File: src/ceiu_pkg.sv
// Constants, codes and types of the exception and interrupt recording unit.
// Assumes a single core clock domain and AXI4-Lite register access.

package ceiu_pkg;

    // ------------------------------------------------------------
    // Register byte offsets
    // ------------------------------------------------------------
    localparam logic [7:0] OFS_STATUS = 8'h00;
    localparam logic [7:0] OFS_CAUSE = 8'h04;
    localparam logic [7:0] OFS_RETPC_LO = 8'h08;
    localparam logic [7:0] OFS_RETPC_HI = 8'h0c;
    localparam logic [7:0] OFS_COMPARE = 8'h10;
    localparam logic [7:0] OFS_FCSR = 8'h14;
    localparam logic [7:0] OFS_VECTOR_LO = 8'h18;
    localparam logic [7:0] OFS_VECTOR_HI = 8'h1c;

    // ------------------------------------------------------------
    // Status field positions
    // ------------------------------------------------------------
    localparam int ST_IE = 0;
    localparam int ST_EXL = 1;
    localparam int ST_ERL = 2;
    localparam int ST_KSU = 3;
    localparam int ST_IM = 8;
    localparam int ST_BEV = 22;
    localparam int ST_CU = 28;
    localparam logic [31:0] STATUS_RST = 32'h0040_0004;
    localparam logic [31:0] STATUS_WMASK = 32'hf040_ff1f;

    // Cause field positions
    localparam int CA_EXC = 2;
    localparam int CA_IP = 8;
    localparam int CA_CE = 28;
    localparam int CA_BD = 31;

    // Float control/status: flags 6:2, enables 11:7, cause 17:12 (E at 17)
    localparam int FC_RM = 0;
    localparam int FC_FLAG = 2;
    localparam int FC_EN = 7;
    localparam int FC_CAUSE = 12;
    localparam logic [31:0] FCSR_WMASK = 32'h0003_ffff;

    // Exception codes
    localparam logic [4:0] EXC_INT = 5'h00;
    localparam logic [4:0] EXC_CPU = 5'h0b;
    localparam logic [4:0] EXC_FPE = 5'h0f;

    // Vectors
    localparam logic [63:0] VEC_NORMAL = 64'hffff_ffff_8000_0180;
    localparam logic [63:0] VEC_BOOT = 64'hffff_ffff_bfc0_0380;

    localparam logic [2:0] KSU_KERNEL = 3'h0;
    localparam int TIMER_IP = 7;
    localparam logic [1:0] AXI_OKAY = 2'h0;
    localparam logic [1:0] AXI_DECERR = 2'h3;

    // Rounding modes
    typedef enum logic [1:0]
    {
        CEIU_RND_NEAREST = 2'b00,
        CEIU_RND_ZERO = 2'b01,
        CEIU_RND_PLUS = 2'b10,
        CEIU_RND_MINUS = 2'b11
    } ceiu_rnd_t;

    // Power modes
    typedef enum logic [1:0]
    {
        CEIU_PWR_NORMAL = 2'b00,
        CEIU_PWR_DOZE = 2'b01,
        CEIU_PWR_HALT = 2'b10
    } ceiu_pwr_t;

endpackage

File: src/ceiu_top.sv
// Exception and interrupt recording unit with float trap decision.
// Assumes execute-stage requests are one-cycle pulses synchronous to ref_clk.
//
// Decided for this implementation: the AXI4-Lite slave port and the register addresses.
`timescale 1ns/1ps

module ceiu_top
#(
    parameter bit HAS_FPU = 1'b1
)
(
    input wire logic ref_clk,
    input wire logic rst,
    // AXI4-Lite slave
    input wire logic [7:0] s_axi_awaddr,
    input wire logic s_axi_awvalid,
    output logic s_axi_awready,
    input wire logic [31:0] s_axi_wdata,
    input wire logic [3:0] s_axi_wstrb,
    input wire logic s_axi_wvalid,
    output logic s_axi_wready,
    output logic [1:0] s_axi_bresp,
    output logic s_axi_bvalid,
    input wire logic s_axi_bready,
    input wire logic [7:0] s_axi_araddr,
    input wire logic s_axi_arvalid,
    output logic s_axi_arready,
    output logic [31:0] s_axi_rdata,
    output logic [1:0] s_axi_rresp,
    output logic s_axi_rvalid,
    input wire logic s_axi_rready,
    // Execution side
    input wire logic instr_valid,
    input wire logic instr_is_cop,
    input wire logic [1:0] instr_cop_num,
    input wire logic [63:0] instr_pc,
    input wire logic in_delay_slot,
    input wire logic [63:0] branch_pc,
    input wire logic mode64,
    input wire logic timer_match,
    input wire logic [5:0] hw_interrupt_lines_n,
    input wire logic enter_doze,
    input wire logic enter_halt,
    // Float operation result
    input wire logic fp_done,
    input wire logic [5:0] fp_exc,
    input wire logic fp_sign,
    input wire logic fp_double,
    input wire logic [63:0] fp_value,
    // Outputs
    output logic exc_taken,
    output logic [63:0] exc_vector,
    output logic [1:0] power_mode,
    output logic fp_wr_en,
    output logic [63:0] fp_wr_data
);

    // ------------------------------------------------------------
    // State
    // ------------------------------------------------------------
    typedef struct packed
    {
        logic awready;
        logic wready;
        logic have_aw;
        logic have_w;
        logic [7:0] waddr;
        logic [31:0] wdata;
        logic [3:0] wstrb;
        logic bvalid;
        logic [1:0] bresp;
        logic arready;
        logic rvalid;
        logic [31:0] rdata;
        logic [1:0] rresp;
        logic [31:0] status;
        logic [31:0] cause;
        logic [63:0] retpc;
        logic [31:0] compare;
        logic [31:0] fcsr;
        logic exc_taken;
        logic [63:0] exc_vector;
        logic [1:0] pwr;
        logic fp_wr_en;
        logic [63:0] fp_wr_data;
    } ceiu_state_t;

    ceiu_state_t st_ff;
    ceiu_state_t nxt_st;

    // Merge bytes by strobe
    function automatic logic [31:0] strb_merge(input logic [31:0] old, input logic [31:0] nw,
        input logic [3:0] be, input logic [31:0] wmask);
        logic [31:0] m;
        m = {{8{be[3]}}, {8{be[2]}}, {8{be[1]}}, {8{be[0]}}} & wmask;
        return (old & ~m) | (nw & m);
    endfunction

    // Untrapped overflow value by rounding mode and sign
    function automatic logic [63:0] ovf_value(input logic [1:0] rm, input logic sgn,
        input logic dbl);
        logic [63:0] inf;
        logic [63:0] big;
        logic to_inf;
        inf = dbl ? {sgn, 11'h7ff, 52'h0} : {32'h0, sgn, 8'hff, 23'h0};
        big = dbl ? {sgn, 11'h7fe, {52{1'b1}}} : {32'h0, sgn, 8'hfe, {23{1'b1}}};
        unique case (ceiu_pkg::ceiu_rnd_t'(rm))
            ceiu_pkg::CEIU_RND_NEAREST: to_inf = 1'b1;
            ceiu_pkg::CEIU_RND_ZERO: to_inf = 1'b0;
            ceiu_pkg::CEIU_RND_PLUS: to_inf = ~sgn;
            ceiu_pkg::CEIU_RND_MINUS: to_inf = sgn;
        endcase
        return to_inf ? inf : big;
    endfunction

    logic [7:0] pending;
    logic int_req;
    logic cop_unusable;
    logic fpe_req;
    logic [31:0] rd_mux;
    logic rd_hit;
    logic wr_fire;
    logic [4:0] fp_trap_std;
    logic fp_trap;

    // ------------------------------------------------------------
    // Combinational decode
    // ------------------------------------------------------------
    always_comb
    begin
        // Hardware lines are level-held by the source, never latched here
        pending = {st_ff.cause[ceiu_pkg::CA_IP + 7] | ~hw_interrupt_lines_n[5],
            ~hw_interrupt_lines_n[4:0], st_ff.cause[ceiu_pkg::CA_IP + 1 -: 2]};
        int_req = |(pending & st_ff.status[ceiu_pkg::ST_IM +: 8])
            & st_ff.status[ceiu_pkg::ST_IE]
            & ~(st_ff.status[ceiu_pkg::ST_EXL] & st_ff.status[ceiu_pkg::ST_ERL]);
        cop_unusable = 1'b0;
        if (instr_valid && instr_is_cop)
        begin
            if (instr_cop_num == 2'd0)
                cop_unusable = ~st_ff.status[ceiu_pkg::ST_CU]
                    & (st_ff.status[ceiu_pkg::ST_KSU +: 2] != 2'd0);
            else if (instr_cop_num == 2'd1 && !HAS_FPU)
                cop_unusable = 1'b1;
            else
                cop_unusable = ~st_ff.status[ceiu_pkg::ST_CU + instr_cop_num];
        end
        // Enabled IEEE cause or unimplemented op traps
        fp_trap_std = fp_exc[4:0] & st_ff.fcsr[ceiu_pkg::FC_EN +: 5];
        fp_trap = fp_done & ((|fp_trap_std) | fp_exc[5]);
        // Request drops once software clears the trapping cause
        fpe_req = |(st_ff.fcsr[ceiu_pkg::FC_CAUSE +: 6]
            & {1'b1, st_ff.fcsr[ceiu_pkg::FC_EN +: 5]});
        wr_fire = st_ff.have_aw & st_ff.have_w & ~st_ff.bvalid;
        rd_hit = 1'b1;
        unique case (s_axi_araddr)
            ceiu_pkg::OFS_STATUS: rd_mux = st_ff.status;
            ceiu_pkg::OFS_CAUSE: rd_mux = {st_ff.cause[31:16], pending, st_ff.cause[7:0]};
            ceiu_pkg::OFS_RETPC_LO: rd_mux = st_ff.retpc[31:0];
            ceiu_pkg::OFS_RETPC_HI: rd_mux = st_ff.retpc[63:32];
            ceiu_pkg::OFS_COMPARE: rd_mux = st_ff.compare;
            ceiu_pkg::OFS_FCSR: rd_mux = st_ff.fcsr;
            ceiu_pkg::OFS_VECTOR_LO: rd_mux = st_ff.exc_vector[31:0];
            ceiu_pkg::OFS_VECTOR_HI: rd_mux = st_ff.exc_vector[63:32];
            default:
            begin
                rd_mux = 32'h0;
                rd_hit = 1'b0;
            end
        endcase
    end

    // ------------------------------------------------------------
    // Next state
    // ------------------------------------------------------------
    always_comb
    begin
        nxt_st = st_ff;
        nxt_st.exc_taken = 1'b0;
        nxt_st.fp_wr_en = 1'b0;
        // Write channel capture, either order
        if (s_axi_awvalid && st_ff.awready)
        begin
            nxt_st.have_aw = 1'b1;
            nxt_st.waddr = s_axi_awaddr;
            nxt_st.awready = 1'b0;
        end
        if (s_axi_wvalid && st_ff.wready)
        begin
            nxt_st.have_w = 1'b1;
            nxt_st.wdata = s_axi_wdata;
            nxt_st.wstrb = s_axi_wstrb;
            nxt_st.wready = 1'b0;
        end
        if (wr_fire)
        begin
            nxt_st.bvalid = 1'b1;
            nxt_st.bresp = ceiu_pkg::AXI_OKAY;
            unique case (st_ff.waddr)
                ceiu_pkg::OFS_STATUS:
                    nxt_st.status = strb_merge(st_ff.status, st_ff.wdata, st_ff.wstrb,
                        ceiu_pkg::STATUS_WMASK);
                ceiu_pkg::OFS_CAUSE:
                    // Only the soft bits and the timer bit are writable
                    nxt_st.cause = strb_merge(st_ff.cause, st_ff.wdata, st_ff.wstrb,
                        32'h0000_8300);
                ceiu_pkg::OFS_RETPC_LO:
                    nxt_st.retpc[31:0] = strb_merge(st_ff.retpc[31:0], st_ff.wdata,
                        st_ff.wstrb, 32'hffff_ffff);
                ceiu_pkg::OFS_RETPC_HI:
                    nxt_st.retpc[63:32] = strb_merge(st_ff.retpc[63:32], st_ff.wdata,
                        st_ff.wstrb, 32'hffff_ffff);
                ceiu_pkg::OFS_COMPARE:
                begin
                    nxt_st.compare = strb_merge(st_ff.compare, st_ff.wdata, st_ff.wstrb,
                        32'hffff_ffff);
                    nxt_st.cause[ceiu_pkg::CA_IP + ceiu_pkg::TIMER_IP] = 1'b0;
                end
                ceiu_pkg::OFS_FCSR:
                    nxt_st.fcsr = strb_merge(st_ff.fcsr, st_ff.wdata, st_ff.wstrb,
                        ceiu_pkg::FCSR_WMASK);
                default:
                    nxt_st.bresp = ceiu_pkg::AXI_DECERR;
            endcase
        end
        if (st_ff.bvalid && s_axi_bready)
        begin
            nxt_st.bvalid = 1'b0;
            nxt_st.have_aw = 1'b0;
            nxt_st.have_w = 1'b0;
            nxt_st.awready = 1'b1;
            nxt_st.wready = 1'b1;
        end
        // Read channel
        if (s_axi_arvalid && st_ff.arready)
        begin
            nxt_st.arready = 1'b0;
            nxt_st.rvalid = 1'b1;
            nxt_st.rdata = rd_mux;
            nxt_st.rresp = rd_hit ? ceiu_pkg::AXI_OKAY : ceiu_pkg::AXI_DECERR;
        end
        if (st_ff.rvalid && s_axi_rready)
        begin
            nxt_st.rvalid = 1'b0;
            nxt_st.arready = 1'b1;
        end
        // Timer event sets after any clear, so a match is never lost
        if (timer_match)
            nxt_st.cause[ceiu_pkg::CA_IP + ceiu_pkg::TIMER_IP] = 1'b1;
        // Float result: flags and destination only when untrapped
        if (fp_done)
        begin
            nxt_st.fcsr[ceiu_pkg::FC_CAUSE +: 6] = fp_exc;
            if (!fp_trap)
            begin
                nxt_st.fcsr[ceiu_pkg::FC_FLAG +: 5] = st_ff.fcsr[ceiu_pkg::FC_FLAG +: 5]
                    | fp_exc[4:0];
                nxt_st.fp_wr_en = 1'b1;
                if (fp_exc[2])
                    nxt_st.fp_wr_data = ovf_value(st_ff.fcsr[ceiu_pkg::FC_RM +: 2], fp_sign,
                        fp_double);
                else
                    nxt_st.fp_wr_data = fp_value;
            end
        end
        // Exception entry, priority: unusable, float, interrupt
        if (cop_unusable || fpe_req || int_req)
        begin
            nxt_st.exc_taken = 1'b1;
            nxt_st.exc_vector = st_ff.status[ceiu_pkg::ST_BEV] ? ceiu_pkg::VEC_BOOT
                : ceiu_pkg::VEC_NORMAL;
            if (!mode64)
                nxt_st.exc_vector[63:32] = 32'h0;
            if (cop_unusable)
            begin
                nxt_st.cause[ceiu_pkg::CA_EXC +: 5] = ceiu_pkg::EXC_CPU;
                nxt_st.cause[ceiu_pkg::CA_CE +: 2] = instr_cop_num;
            end
            else if (fpe_req)
                nxt_st.cause[ceiu_pkg::CA_EXC +: 5] = ceiu_pkg::EXC_FPE;
            else
                nxt_st.cause[ceiu_pkg::CA_EXC +: 5] = ceiu_pkg::EXC_INT;
            if (!st_ff.status[ceiu_pkg::ST_EXL])
            begin
                nxt_st.retpc = in_delay_slot ? branch_pc : instr_pc;
                nxt_st.cause[ceiu_pkg::CA_BD] = in_delay_slot;
            end
            nxt_st.status[ceiu_pkg::ST_EXL] = 1'b1;
        end
        // Power mode
        if (int_req)
            nxt_st.pwr = 2'(ceiu_pkg::CEIU_PWR_NORMAL);
        else if (enter_halt)
            nxt_st.pwr = 2'(ceiu_pkg::CEIU_PWR_HALT);
        else if (enter_doze)
            nxt_st.pwr = 2'(ceiu_pkg::CEIU_PWR_DOZE);
    end

    // ------------------------------------------------------------
    // State register
    // ------------------------------------------------------------
    always_ff @(posedge ref_clk or posedge rst)
    begin
        if (rst)
        begin
            st_ff <= '0;
            st_ff.awready <= 1'b1;
            st_ff.wready <= 1'b1;
            st_ff.arready <= 1'b1;
            st_ff.status <= ceiu_pkg::STATUS_RST;
        end
        else
            st_ff <= nxt_st;
    end

    assign s_axi_awready = st_ff.awready;
    assign s_axi_wready = st_ff.wready;
    assign s_axi_bvalid = st_ff.bvalid;
    assign s_axi_bresp = st_ff.bresp;
    assign s_axi_arready = st_ff.arready;
    assign s_axi_rvalid = st_ff.rvalid;
    assign s_axi_rdata = st_ff.rdata;
    assign s_axi_rresp = st_ff.rresp;
    assign exc_taken = st_ff.exc_taken;
    assign exc_vector = st_ff.exc_vector;
    assign power_mode = st_ff.pwr;
    assign fp_wr_en = st_ff.fp_wr_en;
    assign fp_wr_data = st_ff.fp_wr_data;

endmodule

File: config.mk
export PLATFORM = sky130hd
export DESIGN_NAME = ceiu_top
export DESIGN_NICKNAME = d
export VERILOG_FILES = /design/src/ceiu_pkg.sv /design/src/ceiu_top.sv
export SDC_FILE = /design/constraint.sdc
export NUM_CORES = 1
export LEC_CHECK = 0
export ABC_AREA = 1
export BUFFER_PORTS_ARGS = -buffer_cell sky130_fd_sc_hd__buf_2
export CORE_MARGIN = 2
export CORE_UTILIZATION = 35
export CTS_BUF_LIST = sky130_fd_sc_hd__clkbuf_16
export CTS_CLUSTER_SIZE = 12
export DETAILED_ROUTE_END_ITERATION = 8
export GPL_TIMING_DRIVEN = 0
export SETUP_SLACK_MARGIN = 0.1
export SLEW_MARGIN = 20
export SYNTH_ARGS = -nofsm -noshare
export SYNTH_HDL_FRONTEND = slang
export SYNTH_SLANG_ARGS = --single-unit
File: constraint.sdc
create_clock -name ref_clk -period 8.5 [get_ports ref_clk]
set_clock_uncertainty 0.1 [all_clocks]
set_input_delay 0.425 -clock ref_clk [delete_from_list [all_inputs] [get_ports ref_clk]]
set_output_delay 0.425 -clock ref_clk [all_outputs]
set_load 0.02 [all_outputs]
After elaboration in Yosys (flattened, before gate mapping) --
Cells that the tools add are included.
Operators by class: eq/ne operators 15, reductions and logical operators 39, order comparisons 1, $add $sub $neg 1, mux-type cells 57, bitwise logic cells 41
Operator list (count):
- 2-to-1 mux 64 bit | 7
- AND 32 bit | 8
- one-hot mux 32 bit (8 select lines) | 1
- 2-to-1 mux 65 bit | 3
- bitwise OR 32 bit | 6
- 2-to-1 mux 162 bit | 1
- 2-to-1 mux 32 bit | 5
- inverter 32 bit | 2
- equality test 8 x 5 -> 1 bit (second input constant) | 6
- 2-to-1 mux 36 bit | 1
- AND 32 x 16 -> 32 bit | 1
- AND 32 x 18 -> 32 bit | 1
- equality test 8 x 4 -> 1 bit (second input constant) | 4
- inverter 16 -> 32 bit | 1
- inverter 18 -> 32 bit | 1
- 2-to-1 mux 30 bit | 1
- nonzero test 2 bit | 11
- 2-to-1 mux 2 bit | 9
- AND reduction 2 bit | 9
- equality test 8 x 3 -> 1 bit (second input constant) | 2
- zero test 8 bit | 2
- 2-to-1 mux 1 bit | 16
- 2-to-1 mux 16 bit | 1
- OR reduction 8 bit | 2
- 26 further kinds | 53
Word-level totals: input bits 275, output and inout bits 173, logic and storage cells 183, bits in registers 411

Logic depth before layout (Yosys ltp) --
Gate-level depths: netlist of the first run.
depth in word-level cells 10, depth in mapped cells 12, mapped depth without buffers 10

Worst setup path after synthesis of the first run --
No wires, ideal clock.
kind flip-flop to flip-flop, from reg, netlist name exc_vector[62], to reg st_ff, in the netlist s_axi_rdata[9], arrival time 1613 ps, period minus slack after synthesis 1778 ps, stages on the path, launching flop included 10, required time 8334 ps, path slack 6722 ps, path through dfrtp_1 > inv_1 > nor2_1 > nand2_1 > buf_2 > nand2_1 > nor2_1 > nand2_1 > nand2_1 > nand2_1
RTL lines:
- to (signal assigned) | line ceiu_top.sv:313 | st_ff <= nxt_st;
- to (decl) | line ceiu_top.sv:88 | ceiu_state_t st_ff;

==> run summary, run 1 <==
OUTCOME
--------------------------------------------------------------------------------------------------
Outcome                                                                                  completed

GLOBAL ROUTING
--------------------------------------------------------------------------------------------------
Global-route wire length before repair                                                   90,300 um
Via count of the first global-routing pass                                                  15,500
Initial antenna violation count                                                                  5
Largest net degree at the start of global routing                                               35
Overall routing resource usage                                                               0.248
Grt total ovfl                                                                                   0

CRITICAL PATH
--------------------------------------------------------------------------------------------------
Worst Setup End Kind                                                                          flop
Startpoint types                                                                              flop
Register-to-register setup slack                                                           6.21 ns
Worst Path Arrival                                                                         2.67 ns
WP data required                                                                           8.88 ns
Critical path peak fanout                                                                       10
Critical path class                                                                        reg2reg
Endpoint of the worst register-to-register path                                         st_ff[224]
Worst reg-to-reg path cell count                                                                 9

TIMING
--------------------------------------------------------------------------------------------------
Final sum of negative setup slack                                                             0 ns
Fmax                                                                                     0.436 GHz
Final hold violation count                                                                       0
Min cycle time layout                                                                      2.29 ns
Number of failing setup endpoints in the final timing report                                     0
Final setup slack of the worst path                                                        6.21 ns
RSZ-0062 raised after global routing                                                            no
Min Hold Slack                                                                           0.0301 ns
Final Cycle Share                                                                            0.270
Headroom to the max-slew limit                                                               0.293
Count of pins over their slew limit                                                              0
Transition at the pin with the smallest max-transition slack                               1.05 ns

CELLS AND AREA
--------------------------------------------------------------------------------------------------
P&R area growth vs syn                                                                       30.9%
Non-Filler Instances                                                                         3,324
Total number of nets in the final design                                                     2,975
Final Util                                                                                   0.466
Fraction of final layout cells with drive strength greater than 1                            0.299
Leading cell type in the layout, fill and taps excluded                                    nand2_1
Most frequent cells in the layout                                                     873 x nand2_1, 474 x buf_2, 290 x dfrtp_1

SYNTHESIS
--------------------------------------------------------------------------------------------------
Synthesized area divided by synthesized cell count                                        7.63 um2
Share of the synthesized area in the top cell type                                           0.448
Cell count after synthesis                                                                   2,128
Adder and majority gate portion of the synthesized area                                    0.00231
Simple-gate portion of the synthesized area                                                  0.317
Number of synthesized register bits                                                            296
Unique masters post-synth                                                                       35
Dominant combinational cell family by area after synthesis                            simple AND/OR/NAND/NOR gates
Post-Synthesis Cell Area                                                                16,200 um2
Main area contributors after synthesis                                                dfrtp_1 45%, nand2_1 20%, buf_4 7.8%
Fraction of synthesized cell area in xor and xnor cells                                   0.000539
Synth warn                                                                                       0
Complex-gate fraction of the synthesized area                                               0.0498
Mux cell area share after synthesis                                                         0.0444
Most used flip-flop cell after synthesis                                                   dfrtp_1
Post-synth EDFFs                                                                                 0
Proportion of register bits with asynchronous set or reset after synthesis                    1.00
Fraction of the yosys area taken by sequential cells                                         0.456
Leading area contributor after synthesis                                                   dfrtp_1

DIE
--------------------------------------------------------------------------------------------------
Core Box Area                                                                           45,600 um2
Die H                                                                                       219 um
Num rows                                                                                        78
Total die area                                                                          48,100 um2
Initial cell density of the core                                                             0.356
Die W                                                                                       219 um
Top-Level Pins                                                                                 448

CLOCKING
--------------------------------------------------------------------------------------------------
Clock Tree Buf Depth                                                                             3
Clock tree from TritonCTS                                                                    built
Clk Tree Root Cell                                                                       clkbuf_16
CTS HTree Levels                                                                                 2
Clock transition time at the flip-flop clock pins of the worst setup and hold paths        0.06 ns
Total setup buffers inserted after CTS                                                           0
Number of sinks on the clock net                                                               296
Inserted Clock Buffers                                                                          35
Clock latency of the later-clocked register in the worst-skew pair                         0.55 ns

ROUTING
--------------------------------------------------------------------------------------------------
Detailed Routing Iterations Pass 1                                                               6
Residual DRC                                                                                     0
Post-detailed-route via-to-cell ratio                                                         4.78
Initial detailed-routing violation count                                                     1,377
Antenna violation net count after detailed routing                                               0
Wirelength per Cell                                                                        18.1 um
Total Routed Length                                                                      60,300 um
Via count                                                                                   15,900

MIN PATH
--------------------------------------------------------------------------------------------------
Hold-critical path endpoint                                                           fp_wr_data[10]
Worst Hold Depth                                                                                 3
Hold WC Path Type                                                                           in2reg
Critical hold path startpoint                                                         fp_value[10]

PLACE
--------------------------------------------------------------------------------------------------
Cell count after placement                                                                   3,183
Number of buffer cells added on primary ports                                                  426
Placed wire-length estimate after detailed placement                                     47,500 um
Setup slack at placement                                                                   5.94 ns
Last weighted congestion value of the routability-driven placer                              0.929

POWER
--------------------------------------------------------------------------------------------------
Worst vdd ir                                                                              0.153 mV
P_leak                                                                                     11.7 nW
PD cells                                                                                227 nW/um2

FLOW RUN
--------------------------------------------------------------------------------------------------
Max-cap viol count                                                                               0

metal layers:
metal / up-vias / wire (um) / share of wire / global-route usage
li1: 7726 / - / - / -
met1: 7427 / 25700 / 0.43 / 0.327
met2: 651 / 28300 / 0.47 / 0.411
met3: 78 / 4920 / 0.082 / 0.0495
met4: 6 / 1420 / 0.023 / 0.0718
met5: - / 43 / 0.00071 / 0
cell families (layout without fill, tap and decap cells):
| family | Yosys count | after routing |
|---|---|---|
| other | 1 | 22 |
| AOI/OAI and AO/OA | 154 | 154 |
| and+or+nand+nor | 1245 | 1245 |
| DFF | 296 | 296 |
| adders and majority gates | 3 | 3 |
| xor gates and xnor gates | 1 | 1 |
| muxes | 64 | 64 |
| buffers and inverters | 364 | 939 |
cell usage after synthesis (all sizes together), types with 4 or more instances:
library cell / n
dfstp: 5
o21ai: 128
clkbuf: 37
a21oi: 10
nor2: 106
o22ai: 4
nor3: 7
inv: 98
mux2: 64
nand3: 243
buf: 226
nand2: 881
o211ai: 9
dfrtp: 291
per-stage QoR:
stage / power (mW) / instance area [um2]
4_1_cts: 4.87 / 21300
2_1_floorplan: 2.83 / 16300
5_1_grt: 5.11 / 21300
3_3_place_gp: 3.32 / 19200
6_report: 4.83 / 21300
3_5_place_dp: 3.36 / 19400
worst max-delay path by stage:
| stage | to | slack (ns) | cells after the start | startpoint |
|---|---|---|---|---|
| finish | st_ff[224] | 6.21 | 9 | flop |
| global route | s_axi_rdata[16] | 6.05 | 4 | s_axi_arready |
| CTS | exc_vector[46] | 5.89 | 2 | exc_vector[62] |
| detailed placement | st_ff[224] | 5.94 | 11 | hw_interrupt_lines_n[0] |
| global placement | st_ff[392] | 2.11 | 2 | rst |
| floorplan | async pin | 4.05 | 1 | rst |
layout make-up:
class	count	area, um2
buffer	263	1720
sequential	296	7410
inverter	101	383
multi-input combinational	1487	6800
antenna	2	5.00
tap	600	751
clock inverter	27	205
clock buffer	35	876
fill	4630	24300
timing repair buffer	513	3100
report_power, final:
group / internal (mW) / switching [mW]
logic: 0.556 / 0.887
clock network: 0.842 / 0.617
registers: 1.71 / 0.223
total: 3.11 / 1.73
critical path, stage by stage, from the launching register on:
cell      delay (ns)
dfrtp_1         0.40
nand2_1         0.08
nand2_1         0.06
nor2_1          0.04
nand3_1         0.23
nand2_2         0.19
nand3_4         0.23
clkbuf_1        0.49
nand3_1         0.25
nand2_1         0.14
timing repair:
item / in CTS / in global routing
endpoints found under the setup margin: 0 / 0
gates resized for setup: 0 / 0
hold buffers: 77 / 0
endpoints found under the hold margin: 106 / 0
(Power assumes the default switching activity.)
==> run 2: changes to the inputs <==
==> constraint.sdc (replaced) <==
create_clock -name ref_clk -period 2 [get_ports ref_clk]
set_clock_uncertainty 0.1 [all_clocks]
set_input_delay 0.1 -clock ref_clk [delete_from_list [all_inputs] [get_ports ref_clk]]
set_output_delay 0.1 -clock ref_clk [all_outputs]
set_load 0.02 [all_outputs]
==> run 2 against run 1 <==
  * First-iteration DRC count fell by 3.0%
  * Critical endpoint is now st_ff[212]
  * Routed wire length rose by 8.3%
  * Sequential share of layout area fell by 4.6 points
  * Core utilization rose by 7.1 points
  * Register-to-register slack got worse by 6.2 ns
==> run summary, run 2 (synthesized netlist as in run 1, its figures left out) <==
GLOBAL ROUTING
--------------------------------------------------------------------------------------------------
Met1 global-route usage                                                                      0.334
Via count of the first global-routing pass                                                  17,200
Global-route met3 utilization                                                               0.0547
Largest net degree at the start of global routing                                               35
Overall routing resource usage                                                               0.265
Met2 Track Usage GR                                                                          0.450
Initial antenna violation count                                                                  8
Busiest grt layer                                                                             met2
Global-route wire length before repair                                                   97,500 um
Grt total ovfl                                                                                   0

TIMING
--------------------------------------------------------------------------------------------------
Count of pins over their slew limit                                                              0
Final Cycle Share                                                                            0.986
Final setup slack of the worst path                                                      0.0282 ns
Transition at the pin with the smallest max-transition slack                              0.795 ns
Number of failing setup endpoints in the final timing report                                     0
Min cycle time layout                                                                      1.97 ns
RSZ-0062 raised after global routing                                                           yes
Min Hold Slack                                                                           0.0351 ns
Fmax                                                                                     0.507 GHz
Headroom to the max-slew limit                                                               0.470
Final hold violation count                                                                       0

CRITICAL PATH
--------------------------------------------------------------------------------------------------
Cell-by-cell listing of the critical path                                             nand2_1 -> nand2_1 -> nor2_1 -> nand3_2 -> nand2_4 -> nand3_4 -> nand2_4 -> buf_12 -> buf_6 -> buf_16 -> nand2_2 -> nand2_1
Register-to-register setup slack                                                           0.03 ns
Capture point of the worst path                                                         st_ff[212]
Worst Setup End Kind                                                                          flop
Library cell appearing most often on the critical path                                     nand2_1
Max incr delay on CP                                                                       0.41 ns
Critical path peak fanout                                                                        8
Worst reg-to-reg path cell count                                                                12
Startpoint types                                                                              flop
Depth of the critical timing path with buffers and inverters included                           12
Sum of buffers and inverters on the critical path                                                3
Worst Path Arrival                                                                         2.36 ns
Critical path class                                                                        reg2reg
Critical-path top delay cell                                                               dfrtp_1
Endpoint of the worst register-to-register path                                         st_ff[212]
WP data required                                                                           2.39 ns
Family of cells with the greatest summed delay on the critical path                   simple AND/OR/NAND/NOR gates

CLOCKING
--------------------------------------------------------------------------------------------------
Clock latency of the later-clocked register in the worst-skew pair                         0.55 ns
Clock transition time at the flip-flop clock pins of the worst setup and hold paths        0.06 ns
Number of sinks on the clock net                                                               296
Inserted Clock Buffers                                                                          35
CTS HTree Levels                                                                                 2
Clock tree from TritonCTS                                                                    built
Clk Tree Root Cell                                                                       clkbuf_16
Clock Tree Buf Depth                                                                             3

POWER
--------------------------------------------------------------------------------------------------
PD cells                                                                                891 nW/um2
Worst vdd ir                                                                              0.668 mV
P_leak                                                                                     13.1 nW

OUTCOME
--------------------------------------------------------------------------------------------------
Outcome                                                                                  completed

PLACE
--------------------------------------------------------------------------------------------------
Placed wire-length estimate after detailed placement                                     47,500 um
Setup slack at placement                                                                 -0.495 ns
Last weighted congestion value of the routability-driven placer                              0.929
Cell count after placement                                                                   3,183
Number of buffer cells added on primary ports                                                  426

CELLS AND AREA
--------------------------------------------------------------------------------------------------
Leading cell type in the layout, fill and taps excluded                                    nand2_1
P&R area growth vs syn                                                                       50.8%
FF/Latch Area                                                                             7420 um2
Area occupied by multi-input gates                                                        7370 um2
Filler Cell Count                                                                            4,234
Fraction of final layout cells with drive strength greater than 1                            0.340
Non-Filler Instances                                                                         3,569
Total number of nets in the final design                                                     3,217
Most frequent cells in the layout                                                     795 x nand2_1, 468 x buf_2, 290 x dfrtp_1

FLOW RUN
--------------------------------------------------------------------------------------------------
Max-cap viol count                                                                               0

DIE
--------------------------------------------------------------------------------------------------
Top-Level Pins                                                                                 448
Die H                                                                                       219 um
Num rows                                                                                        78
Total die area                                                                          48,100 um2
Core Box Area                                                                           45,600 um2
Initial cell density of the core                                                             0.356
Die W                                                                                       219 um

MIN PATH
--------------------------------------------------------------------------------------------------
Critical hold path startpoint                                                         hw_interrupt_lines_n[3]
Hold WC Path Type                                                                           in2reg

ROUTING
--------------------------------------------------------------------------------------------------
Antenna violation net count after detailed routing                                               0
Initial detailed-routing violation count                                                     1,336
Wirelength per Cell                                                                        18.3 um
Via count                                                                                   17,200
Detailed Routing Iterations Pass 1                                                               5
Post-detailed-route via-to-cell ratio                                                         4.82
Total Routed Length                                                                      65,300 um
Residual DRC                                                                                     0

run 2: cell count changes in the layout (fill, tap and decap cells not counted), moves of 24 or more:
cell           change
dlygate4sd3_1    +195
buf_4             +36
nand2_2           +55
nand3_1           -27
nand2_1           -78
nand3_2           +24
run 2: metal layers:
layer  vias to the layer above  wire length, um
met3                       108             5360
li1                       8216                -
met1                      8150            26600
met5                         -               38
met4                         6             1890
met2                       714            31400
run 2: power breakdown:
part | switching (mW) | total [mW] | internal (mW)
clock | 2.64 | 6.22 | 3.58
combinational | 4.28 | 7.43 | 3.16
sequential | 0.909 | 8.17 | 7.26
total | 7.83 | 21.8 | 14.0
run 2: timing repair:
item	in CTS	in global routing
resized for setup	125	137
hold buffers	273	0
cloned	6	3
pin swaps	13	25
endpoints found under the setup margin	207	212
hold endpoints to repair	299	0
setup buffers	21	26
run 2: final cells by class:
class | instances | area share
antenna | 5 | 0.000511
inverter | 101 | 0.0163
clock inverter | 27 | 0.00838
timing repair buffer | 758 | 0.229
sequential | 296 | 0.303
buffer | 260 | 0.0757
tap | 600 | 0.0306
multi-input combinational | 1487 | 0.301
clock buffer | 35 | 0.0358
run 2: how the worst min path moves through the flow:
| stage | end | slack (ns) | cells past startpoint |
|---|---|---|---|
| final | s_axi_rdata[13] | 0.04 | 8 |
| after global routing | s_axi_rdata[13] | 0.05 | 8 |
| after CTS | s_axi_rdata[13] | 0.005 | 8 |
| after detailed placement | fp_wr_data[59] | -0.11 | 2 |
| after global placement | s_axi_arready | 0.18 | 2 |
| after floorplan | power_mode[0] | 0.07 | 1 |
run 2: worst reg2reg max path: stages (launching register included):
cell     delay [ns]
dfrtp_1        0.41
nand2_1        0.08
nand2_1        0.05
nor2_1         0.11
nand3_2        0.21
nand2_4        0.15
nand3_4        0.18
nand2_4        0.16
buf_12         0.16
buf_6          0.12
buf_16         0.11
nand2_2        0.04
nand2_1        0.05
run 2: per-stage QoR:
step	instance area, um2	setup TNS [ns]	utilization	total power [mW]
2_1_floorplan	16300	-624.34	-	12.0
3_3_place_gp	19200	-1204.81	0.421	14.1
3_5_place_dp	19400	-22.42	0.426	14.3
4_1_cts	24000	-0.000917	0.526	21.4
5_1_grt	24500	-0.203	0.537	23.0
6_report	24500	0	0.537	21.8
==> run 3: changes to the inputs <==
--- a/config.mk
+++ b/config.mk
@@ -13,6 +13,7 @@
 export CTS_CLUSTER_SIZE = 12
 export DETAILED_ROUTE_END_ITERATION = 8
 export GPL_TIMING_DRIVEN = 0
+export REMOVE_ABC_BUFFERS = 1
 export SETUP_SLACK_MARGIN = 0.1
 export SLEW_MARGIN = 20
 export SYNTH_ARGS = -nofsm -noshare
==> run 3 against run 2 <==
  * Core utilization down 3.1 points
  * Non-clock buffer count down 237
  * Setup slack better by 0.11 ns
  * Combinational power down 8.2%
  * Flip-flop and latch count unchanged
  * Routed wire length down 4.2%
  * Critical path type unchanged
  * Clock-buffer cell count up 1
  * Global-route usage down 1.2 points
==> run summary, run 3 (synthesized netlist as in run 1, its figures left out) <==
OUTCOME
--------------------------------------------------------------------------------------------------
Outcome                                                                                  completed

CELLS AND AREA
--------------------------------------------------------------------------------------------------
Final Util                                                                                   0.506
Total number of nets in the final design                                                     2,992
Fraction of final layout cells with drive strength greater than 1                            0.271
Most frequent cells in the layout                                                     851 x nand2_1, 426 x buf_2, 289 x dfrtp_1
Leading cell type in the layout, fill and taps excluded                                    nand2_1
Filler Cell Count                                                                            4,238
Area occupied by multi-input gates                                                        7370 um2
P&R area growth vs syn                                                                       42.0%
FF/Latch Area                                                                             7420 um2
Non-Filler Instances                                                                         3,341

CRITICAL PATH
--------------------------------------------------------------------------------------------------
Worst reg-to-reg path cell count                                                                 7
WP data required                                                                           2.39 ns
Library cell appearing most often on the critical path                                     nand2_1
Worst Setup End Kind                                                                          flop
Critical-path top delay cell                                                          dlygate4sd3_1
Endpoint of the worst register-to-register path                                       power_mode[1]
Startpoint types                                                                              flop
Critical path class                                                                        reg2reg
Max incr delay on CP                                                                       0.55 ns
Cell-by-cell listing of the critical path                                             nand2_1 -> nand2_1 -> nor2_2 -> nand3_4 -> buf_4 -> a21oi_1 -> dlygate4sd3_1
Critical path peak fanout                                                                        3
Worst Path Arrival                                                                         2.26 ns
Register-to-register setup slack                                                           0.14 ns

PLACE
--------------------------------------------------------------------------------------------------
Number of buffer cells added on primary ports                                                  427
Cell count after placement                                                                   2,924
Last weighted congestion value of the routability-driven placer                              0.848
Placed wire-length estimate after detailed placement                                     38,200 um

DIE
--------------------------------------------------------------------------------------------------
Initial cell density of the core                                                             0.356
Num rows                                                                                        78
Die W                                                                                       219 um
Total die area                                                                          48,100 um2
Die H                                                                                       219 um
Core Box Area                                                                           45,600 um2
Top-Level Pins                                                                                 448

GLOBAL ROUTING
--------------------------------------------------------------------------------------------------
Initial antenna violation count                                                                  3
Busiest grt layer                                                                             met2
Met2 Track Usage GR                                                                          0.438
Met1 global-route usage                                                                      0.312
Via count of the first global-routing pass                                                  16,600
Overall routing resource usage                                                               0.253
Global-route met3 utilization                                                               0.0528
Global-route wire length before repair                                                   92,800 um
Grt total ovfl                                                                                   0
Largest net degree at the start of global routing                                               97

CLOCKING
--------------------------------------------------------------------------------------------------
Clock transition time at the flip-flop clock pins of the worst setup and hold paths        0.06 ns
Clock latency of the later-clocked register in the worst-skew pair                         0.57 ns
Clk Tree Root Cell                                                                       clkbuf_16
Inserted Clock Buffers                                                                          36
Number of sinks on the clock net                                                               296
Clock Tree Buf Depth                                                                             3
CTS HTree Levels                                                                                 2
Clock tree from TritonCTS                                                                    built

POWER
--------------------------------------------------------------------------------------------------
PD cells                                                                                922 nW/um2
P_leak                                                                                     12.1 nW
Worst vdd ir                                                                              0.604 mV
Tot Pwr                                                                                    21.3 mW

MIN PATH
--------------------------------------------------------------------------------------------------
Worst Hold Depth                                                                                 8
Critical hold path startpoint                                                         hw_interrupt_lines_n[4]
Hold-critical path endpoint                                                           s_axi_rdata[14]
Hold WC Path Type                                                                           in2reg

FLOW RUN
--------------------------------------------------------------------------------------------------
Max-cap viol count                                                                               0

ROUTING
--------------------------------------------------------------------------------------------------
Via count                                                                                   16,500
Total Routed Length                                                                      62,600 um
Antenna violation net count after detailed routing                                               0
Post-detailed-route via-to-cell ratio                                                         4.93
Detailed Routing Iterations Pass 1                                                               5
Initial detailed-routing violation count                                                     1,334
Residual DRC                                                                                     0
Wirelength per Cell                                                                        18.7 um

TIMING
--------------------------------------------------------------------------------------------------
Final hold violation count                                                                       0
Transition at the pin with the smallest max-transition slack                              0.815 ns
Count of pins over their slew limit                                                              0
Headroom to the max-slew limit                                                               0.456
Final Cycle Share                                                                            0.931
Final sum of negative setup slack                                                             0 ns
Number of failing setup endpoints in the final timing report                                     0
RSZ-0062 raised after global routing                                                           yes
Min cycle time layout                                                                      1.86 ns
Fmax                                                                                     0.537 GHz

## run 3: final cells by class
cell class / count / area share
Clock inverter: 27 / 0.00879
Antenna cell: 2 / 0.000217
Timing Repair Buffer: 781 / 0.258
Clock buffer: 36 / 0.0391
Tap cell: 600 / 0.0325
Inverter: 101 / 0.0191
Timing Repair inverter: 2 / 0.00108
Multi-Input combinational cell: 1496 / 0.320
Sequential cell: 296 / 0.322
## run 3: worst max-delay path: cells and delay by family, from the launching register on
kind / cells / cell delay, ns
buffers and inverters: 2 / 0.72
DFF: 1 / 0.41
and+or+nand+nor: 4 / 0.46
AOI/OAI and AO/OA: 1 / 0.11
## run 3: how the worst max path moves through the flow
stage                    end  slack [ns]  depth (start not counted)
2_1_floorplan      async pin       -6.37                          1
3_3_place_gp       exc_taken      -10.04                          2
3_5_place_dp      st_ff[209]       -1.22                          9
4_1_cts           st_ff[258]       -0.04                         12
5_1_grt           st_ff[137]        0.03                         10
6_report       power_mode[1]        0.14                          7
## run 3: metrics by stage
stage / worst slack, ns / area, um2 / hold WS [ns]
global route: 0.0298 / 23100 / 0.0939
detailed placement: -1.22 / 17800 / 0.0394
global placement: -10.04 / 17500 / 0.171
CTS: -0.0360 / 22500 / 0.0101
finish: 0.137 / 23100 / 0.0336
floorplan: -6.37 / 14600 / 0.0703
## run 3: timing repair
| item | 4_1_cts | 5_1_grt |
|---|---|---|
| pin swaps | 11 | 13 |
| resized for setup | 66 | 57 |
| setup buffers | 42 | 28 |
| hold buffers | 270 | 0 |
| setup endpoints to repair | 251 | 217 |
| gates cloned | 9 | 3 |
| endpoints found under the hold margin | 503 | 0 |
## run 3: report_power, final
group          switching (mW)  internal (mW)  total (mW)  leakage, nW
combinational            4.21           2.61        6.82         7.62
clock                    2.74           3.55        6.29        0.568
sequential              0.882           7.27        8.15         3.87
## run 3: layer usage
metal	wire (um)	share of wire
met1	25200	0.40
met2	30700	0.49
met3	5010	0.080
met4	1580	0.025
met5	27	0.00043
